$ cat src/rtl/strap_consts.vh
// constants for the reset strap loader and bank select decoder
`ifndef STRAP_CONSTS_VH
`define STRAP_CONSTS_VH
`define CLK_MHZ            250
`define OSC_MHZ            20
`define WAIT_STEP_NS       50
`define WAIT_STEP_CYC      ((`WAIT_STEP_NS * `CLK_MHZ) / 1000)
`define FIELD_W            4
`define CAN_ADDR_LINES     20
`define SEG_11             4'h2
`define SEG_10             4'h8
`define SEG_01             4'h0
`define SEG_00             4'h4
`define CSN_11             3'h5
`define CSN_10             3'h0
`define CSN_01             3'h2
`define CSN_00             3'h3
`define BANK_ADDR_LO       18
`define BANK_ADDR_HI       19
`define BUS_ACC_IDLE       2'h0
`define BUS_ACC_WAIT       2'h1
`define BUS_ACC_FLOAT      2'h2
`endif

$ cat src/rtl/reset_strap_memory_select.v
// strap capture at reset, bank select decode and bus access stretching
// Function
// - emulation, adapt, boot straps at hardware reset only
// - demux and narrow bus straps at both resets
// - decode select count straps; 1,1 gives five
// - decode segment straps into segment line count
// - clock factor straps sampled at both resets
// - with CAN only twenty address lines driven
// - byte lanes from address bit zero, high enable
// - model 1 selects 0 to 3 map one-to-one onto the four banks; select 4 has no bank
// - model 0 decodes address with bank_select_0 only
// - each wait or tristate step adds 12 cycles of the 250 MHz clock (48 ns)
// - nmi triggers on falling edge
// - after reset bank_select_0 covers all space
// - model 0 lines 18,19 pick one of four banks
`include "strap_consts.vh"
`default_nettype none
module reset_strap_memory_select
(
	// clock and resets
	input  wire        clock,
	input  wire        rst_n,
	input  wire        sw_reset_n,
	// strap levels on the data port
	input  wire        emulation_strap,
	input  wire        adapt_strap,
	input  wire        boot_loader_strap,
	input  wire        demux_bus_strap,
	input  wire        narrow_bus_strap,
	input  wire        select_count_strap_lo,
	input  wire        select_count_strap_hi,
	input  wire        segment_strap_lo,
	input  wire        segment_strap_hi,
	input  wire [2:0]  clock_factor_strap,
	// controller side bus request
	input  wire        memory_model,
	input  wire        can_enable,
	input  wire [23:0] address,
	input  wire        byte_high_enable,
	input  wire        access_start,
	input  wire [3:0]  wait_state_field,
	input  wire [3:0]  tristate_field,
	input  wire [4:0]  window_hit,
	input  wire        nmi_in,
	// captured configuration
	output reg         emulation_mode,
	output reg         adapt_mode,
	output reg         boot_loader_mode,
	output reg         demux_bus_mode,
	output reg         narrow_bus_mode,
	output reg  [2:0]  select_count,
	output reg  [3:0]  segment_lines,
	output reg  [2:0]  clock_factor,
	// bank selects, active low
	output reg         bank_select_0_n,
	output reg         bank_select_1_n,
	output reg         bank_select_2_n,
	output reg         bank_select_3_n,
	output reg         bank_select_4_n,
	output reg         flash_1_sel_n,
	output reg         ram_1_sel_n,
	output reg         ram_2_sel_n,
	output reg         flash_2_sel_n,
	output reg         low_byte_sel_n,
	output reg         high_byte_sel_n,
	output reg  [23:0] address_out,
	// access timing and nmi
	output reg         access_busy,
	output reg         bus_float,
	output reg         nmi_pulse
);

// ------------------------------------------------------------
// strap capture
// ------------------------------------------------------------
// captured on every clock while reset is held, so the value at release is kept
reg        nmi_reg;
reg        nmi_pulse_next;
reg [7:0]  count_reg;
reg [7:0]  count_next;
reg [1:0]  acc_state_reg;
reg [1:0]  acc_state_next;
reg [3:0]  tf_reg;
reg [3:0]  tf_next;
reg        busy_next;
reg        float_next;
reg [4:0]  win_reg;
reg [2:0]  csn_dec;
reg [3:0]  seg_dec;

always @*
begin
	case ({select_count_strap_hi, select_count_strap_lo})
		2'b11:   csn_dec = `CSN_11;
		2'b10:   csn_dec = `CSN_10;
		2'b01:   csn_dec = `CSN_01;
		default: csn_dec = `CSN_00;
	endcase
	case ({segment_strap_hi, segment_strap_lo})
		2'b11:   seg_dec = `SEG_11;
		2'b10:   seg_dec = `SEG_10;
		2'b01:   seg_dec = `SEG_01;
		default: seg_dec = `SEG_00;
	endcase
end

always @(posedge clock)
begin
	if (!rst_n)
	begin
		// low pin selects its mode
		emulation_mode   <= ~emulation_strap;
		adapt_mode       <= ~adapt_strap;
		boot_loader_mode <= ~boot_loader_strap;
	end
	if (!rst_n || !sw_reset_n)
	begin
		demux_bus_mode  <= ~demux_bus_strap;
		narrow_bus_mode <= ~narrow_bus_strap;
		select_count    <= csn_dec;
		segment_lines   <= seg_dec;
		clock_factor    <= clock_factor_strap;
	end
end

// ------------------------------------------------------------
// bank select decode
// ------------------------------------------------------------
wire any_other = |win_reg[4:1];
wire [1:0] bank_idx = address[`BANK_ADDR_HI:`BANK_ADDR_LO];

// a window at or above the strapped select count has no pin, so its hit is dropped
wire [4:0] window_enable = {select_count > 3'h4, select_count > 3'h3,
	select_count > 3'h2, select_count > 3'h1, 1'b0};
reg  [3:0] mem_sel_next;

// order is flash 2, ram 2, ram 1, flash 1; model 0 decodes only under window 0
always @*
begin
	if (memory_model)
	begin
		mem_sel_next = {~win_reg[3], ~win_reg[2], ~win_reg[1], any_other};
	end
	else
	begin
		case (bank_idx)
			2'h0:    mem_sel_next = {3'h7, any_other};
			2'h1:    mem_sel_next = {2'h3, any_other, 1'b1};
			2'h2:    mem_sel_next = {1'b1, any_other, 2'h3};
			default: mem_sel_next = {any_other, 3'h7};
		endcase
	end
end

always @(posedge clock)
begin
	if (!rst_n || !sw_reset_n)
	begin
		win_reg         <= 5'h00;
		bank_select_0_n <= 1'b1;
		bank_select_1_n <= 1'b1;
		bank_select_2_n <= 1'b1;
		bank_select_3_n <= 1'b1;
		bank_select_4_n <= 1'b1;
		flash_1_sel_n   <= 1'b1;
		ram_1_sel_n     <= 1'b1;
		ram_2_sel_n     <= 1'b1;
		flash_2_sel_n   <= 1'b1;
		low_byte_sel_n  <= 1'b1;
		high_byte_sel_n <= 1'b1;
		address_out     <= 24'h000000;
	end
	else
	begin
		// windows beyond 0 honoured only when the strapped select count covers them
		win_reg <= window_hit & window_enable;
		bank_select_0_n <= any_other;
		bank_select_1_n <= ~win_reg[1];
		bank_select_2_n <= ~win_reg[2];
		bank_select_3_n <= ~win_reg[3];
		bank_select_4_n <= ~win_reg[4];
		flash_1_sel_n <= mem_sel_next[0];
		ram_1_sel_n   <= mem_sel_next[1];
		ram_2_sel_n   <= mem_sel_next[2];
		flash_2_sel_n <= mem_sel_next[3];
		// narrow bus uses low lane only
		low_byte_sel_n  <= address[0];
		high_byte_sel_n <= narrow_bus_mode | byte_high_enable;
		if (can_enable)
			address_out <= {4'h0, address[`CAN_ADDR_LINES-1:0]};
		else
			address_out <= address;
	end
end

// ------------------------------------------------------------
// access stretching
// ------------------------------------------------------------
// one step is 12 cycles of the 250 MHz clock; limits wait to 15 steps
// spans are formed wide and cut to the counter width on purpose
localparam [1:0] ACC_IDLE  = `BUS_ACC_IDLE;
localparam [1:0] ACC_WAIT  = `BUS_ACC_WAIT;
localparam [1:0] ACC_FLOAT = `BUS_ACC_FLOAT;

wire [31:0] wait_span  = wait_state_field * `WAIT_STEP_CYC;
wire [31:0] float_span = tf_reg * `WAIT_STEP_CYC;

always @*
begin
	acc_state_next = acc_state_reg;
	count_next     = count_reg;
	tf_next        = tf_reg;
	busy_next      = access_busy;
	float_next     = bus_float;
	case (acc_state_reg)
		ACC_IDLE:
		begin
			float_next = 1'b0;
			// a start seen while busy or floating is dropped, not queued
			if (access_start)
			begin
				tf_next        = tristate_field;
				count_next     = wait_span[7:0];
				busy_next      = 1'b1;
				acc_state_next = ACC_WAIT;
			end
		end
		ACC_WAIT:
		begin
			if (count_reg == 8'h00)
			begin
				busy_next      = 1'b0;
				float_next     = 1'b1;
				count_next     = float_span[7:0];
				acc_state_next = ACC_FLOAT;
			end
			else
			begin
				count_next = count_reg - 8'h01;
			end
		end
		ACC_FLOAT:
		begin
			if (count_reg == 8'h00)
			begin
				float_next     = 1'b0;
				acc_state_next = ACC_IDLE;
			end
			else
			begin
				count_next = count_reg - 8'h01;
			end
		end
		default:
		begin
			acc_state_next = ACC_IDLE;
		end
	endcase
end

always @(posedge clock)
begin
	if (!rst_n)
	begin
		acc_state_reg <= ACC_IDLE;
		count_reg     <= 8'h00;
		tf_reg        <= 4'h0;
		access_busy   <= 1'b0;
		bus_float     <= 1'b0;
	end
	else
	begin
		acc_state_reg <= acc_state_next;
		count_reg     <= count_next;
		tf_reg        <= tf_next;
		access_busy   <= busy_next;
		bus_float     <= float_next;
	end
end

// ------------------------------------------------------------
// nmi edge
// ------------------------------------------------------------
// pin rests high, so the stored level starts high and release gives no false edge
always @*
begin
	nmi_pulse_next = nmi_reg & ~nmi_in;
end

always @(posedge clock)
begin
	if (!rst_n)
	begin
		nmi_reg   <= 1'b1;
		nmi_pulse <= 1'b0;
	end
	else
	begin
		nmi_reg   <= nmi_in;
		nmi_pulse <= nmi_pulse_next;
	end
end

endmodule
`default_nettype wire

$ cat config.mk
export PLATFORM = sky130hd
export DESIGN_NAME = reset_strap_memory_select
export DESIGN_NICKNAME = d
export VERILOG_FILES = /design/src/rtl/reset_strap_memory_select.v
export VERILOG_INCLUDE_DIRS = /design/src /design/src/rtl
export SDC_FILE = /design/constraint.sdc
export NUM_CORES = 1
export LEC_CHECK = 0
export ABC_AREA = 1
export BUFFER_PORTS_ARGS = -buffer_cell sky130_fd_sc_hd__buf_2
export CAP_MARGIN = 20
export CORE_MARGIN = 2
export CORE_UTILIZATION = 49
export DETAILED_ROUTE_END_ITERATION = 10
export PLACE_DENSITY = 0.79
export SETUP_SLACK_MARGIN = 0.15
export SYNTH_ARGS = -nofsm -noshare
export SYNTH_HDL_FRONTEND = slang
export SYNTH_SLANG_ARGS = --single-unit
$ cat constraint.sdc
create_clock -name clock -period 1.7 [get_ports clock]
set_clock_uncertainty 0.05 [all_clocks]
set_input_delay 0.34 -clock clock [delete_from_list [all_inputs] [get_ports clock]]
set_output_delay 0.34 -clock clock [all_outputs]
set_load 0.01 [all_outputs]
==> metrics.md <==
| Metric | Value |
|---|---|
| Drt wl/cell | 12.47 um |
| Slowest-stage cell, CP | dfxtp_4 |
| Slowest stage delay, CP | 380 ps |
| Worst Hold Depth | 1 |
| Final worst slack | 103.2 ps |
| Largest net degree at the start of global routing | 22 |
| CP most frequent cell | inv_4 |
| Ports | 110 |
| Syn Area/Cell | 8.603 um^2 |
| Post-synth top area cell | dfxtp_1 |
| Pint | 0.003181 W |
| Commonest non-fill, non-tap cells in the layout | buf_2, inv_1, nor2_1 |
| Insertion delay to the later sink of the worst-skew pair | 330 ps |
| CP Cell Sequence | inv_4 -> ha_4 -> inv_4 -> nor2_4 -> inv_2 -> nand2_2 -> a21oi_4 -> clkinvlp_4 -> nand2_1 -> a21oi_2 |
| Max-slew violations | 0 |
| DRC viols | 0 |
| Layout cells sized above 1 | 39.27% |
| Sequential power share | 42.2% |
| Net Sw Frac | 31.25% |
| PortBufs | 107 |
| Root Buffer | clkbuf_8 |
| Fmax | 0.6262 GHz |
| Fillers | 493 |
| Logic pwr share | 27.3% |
| Crit path to | count_reg[0]$_SDFFE_PN0P_ |
| Max Fanout on Critical Path | 5 |
| Max_cap viols | 0 |
| Cells after Synth | 355 |
| Worst Path Required | 1870 ps |
| Total Die Area | 6881 um^2 |
| Pre-CTS setup slack | -17.55 ps |
| Peak supply drop | 0.7555 mV |
| # H-tree levels | 3 |
| Die Wd | 82.95 um |
| Startpoint type of the worst setup path | register |
| ANT cells | 0 |
| YS warnings | 0 |
| Path depth of the worst reg2reg path | 10 |
| Core area | 5956 um^2 |
| Detailed Routing Iterations Pass 1 | 4 |
| Clk pwr share | 30.5% |
| RSZ-0062 raised after global routing | yes |
| Static leakage | 2.129 nW |
| Power per cell area | 1096 nW/um^2 |
| Clk buf depth | 2 |
| Final #Nets | 569 |
| Most common cell after layout, fill and taps aside | buf_2 |
| Setup violations, final | 0 |
| Grt total ovfl | 0 |
| Switching pwr | 0.001446 W |
| R2R Path Start | acc_state_reg[1]$_SDFFE_PN0P_ |
| GPL Wtd Cong | 0.7963 |
| Die H | 82.95 um |
| Worst hold slack | 138.7 ps |
| Global-route wire length before repair | 11330 um |
| # hold bufs at CTS | 0 |
| Outcome | finished clean |
| Post-synth cell types | 31 |
| Vias in the first global route | 2562 |
| Detailed Route Iter0 Violations | 134 |
| Final hold violations | 0 |
| Clk slew on worst S/H paths | 70 ps |
| Total CTS buffers | 9 |
| Worst path arrival time | 1760 ps |
| Syn Nets | 435 |
| Clock sink total | 71 |
| Vias per cell | 4.768 |
| Hold Path Class | in -> reg |
| Sequential-to-total area share from yosys stat | 51.13% |
| CP Launch Point | acc_state_reg[1]$_SDFFE_PN0P_ |
| Top cells by area, synth | dfxtp_1, edfxtp_1, ha_1 |
| DRT Wirelength | 7096 um |
| Via count | 2713 |
| DRT antenna net count | 0 |
| Area of the mapped netlist | 3054 um^2 |
| Syn-to-layout area delta | 38.18% |
| Max FFs per register | 24 |
| Row Count | 28 |
| CTS tree | built |
| R2R setup slack | 100 ps |
| Fin area | 4220 um^2 |
| Synth top area share | 37.36% |
| Period utilization | 93.93% |
| GRT Resource Usage Total | 20.13% |
| Critical R2R Capture | count_reg[0]$_SDFFE_PN0P_ |
| Crit path kind | reg -> reg |
| Final HPWL DP | 5095 um |
| Initial antenna violation count | 0 |
| Initial Util | 51.28% |
| CP endpoint kind | register |
| #FFs+latches synth | 71 |
| Placed cell area | 3744 um^2 |
| Min cycle time layout | 1597 ps |
==> metal layers <==
layer | wire, um | global-route usage (%) | part of all wire [%] | vias up
li1 | - | - | - | 1379
met1 | 2835 | 23.66 | 40 | 1241
met2 | 3759 | 35.41 | 53 | 86
met3 | 433 | 6.163 | 6.1 | 7
met4 | 68 | 5.663 | 0.96 | 0
met5 | 0 | 0 | 0 | -
==> kinds of logic (layout without fill, tap and decap cells) <==
| group | count (synthesis) | in the layout | share of synthesized area (%) |
|---|---|---|---|
| flops | 71 | 71 | 51.13 |
| other cells | 1 | 1 | 0.1228 |
| fa+ha+maj | 23 | 23 | 9.914 |
| xor+xnor | 4 | 4 | 1.147 |
| compound gates | 43 | 43 | 8.030 |
| buf+inv | 68 | 207 | 8.562 |
| simple gates | 145 | 145 | 21.10 |
==> through the flow <==
stage,utilization [%],TNS (ps),power (W),std cells
final,70.86,0,0.004627,569
after detailed placement,62.86,-17.55,0.003012,543
after CTS,67.42,0,0.004479,562
after global placement,62.86,0,0.002986,543
after floorplan,-,0,0.002696,355
after global routing,70.86,0,0.004897,569
==> Yosys cell counts <==
cell,count
nor2_4,2
o21ai_2,1
nand3_1,16
a21oi_4,1
a21oi_2,2
edfxtp_1,14
xor2_1,1
clkinv_1,2
nand4_1,3
or2_0,1
nor2_1,54
clkbuf_1,4
nor2_8,1
fa_1,2
conb_1,1
o21ai_0,16
xnor2_1,3
nor4_1,1
a21oi_1,20
nand2_4,2
nand2_1,57
inv_4,1
o211ai_1,3
nand3_2,1
dfxtp_1,57
ha_1,21
inv_1,59
nor3_1,2
buf_4,1
inv_2,1
or2_2,5
==> how the worst min path moves through the flow <==
| stage | to | start | slack, ps |
|---|---|---|---|
| 5_1_grt | clock_factor[0]$_DFFE_PP_ | clock_factor_strap[0] | 120 |
| 4_1_cts | clock_factor[0]$_DFFE_PP_ | clock_factor_strap[0] | 120 |
| 2_1_floorplan | bank_select_4_n$_SDFF_PP1_ | win_reg[4]$_SDFF_PP0_ | 320 |
| 3_5_place_dp | bank_select_4_n$_SDFF_PP1_ | win_reg[4]$_SDFF_PP0_ | 340 |
| 3_3_place_gp | bank_select_4_n$_SDFF_PP1_ | win_reg[4]$_SDFF_PP0_ | 320 |
| 6_report | clock_factor[0]$_DFFE_PP_ | clock_factor_strap[0] | 140 |
==> power by group through the flow <==
stage | sequential, W | clock (W) | combinational [W]
finish | 0.00195 | 0.00141 | 0.00127
global route | 0.00196 | 0.00153 | 0.00140
CTS | 0.00194 | 0.00145 | 0.00109
detailed placement | 0.00198 | 0 | 0.00104
global placement | 0.00197 | 0 | 0.00101
floorplan | 0.00200 | 0 | 0.000697
==> final cells by class <==
class	instances	area (um^2)	area share, %
clock buffer	14	205.2	4.862
clock inverter	2	16.27	0.3854
inverter	63	250.2	5.929
multi-input combinational	216	1380	32.70
sequential	71	1578	37.39
tap	75	93.84	2.224
timing repair buffer	127	689.4	16.34
timing repair inverter	1	7.507	0.1779
==> critical path, delay by kind of cell (launching register included) <==
| kind | cells | cell delay (ps) |
|---|---|---|
| simple gates | 3 | 220 |
| flops | 1 | 380 |
| buf+inv | 4 | 390 |
| compound gates | 2 | 270 |
| fa+ha+maj | 1 | 170 |
==> repair_timing <==
| item | CTS | global route |
|---|---|---|
| cloned | 1 | 0 |
| pin swaps | 0 | 23 |
| setup endpoints to repair | 11 | 11 |
| setup buffers | 2 | 7 |
| gates resized for setup | 12 | 39 |
(Power assumes the default switching activity.)
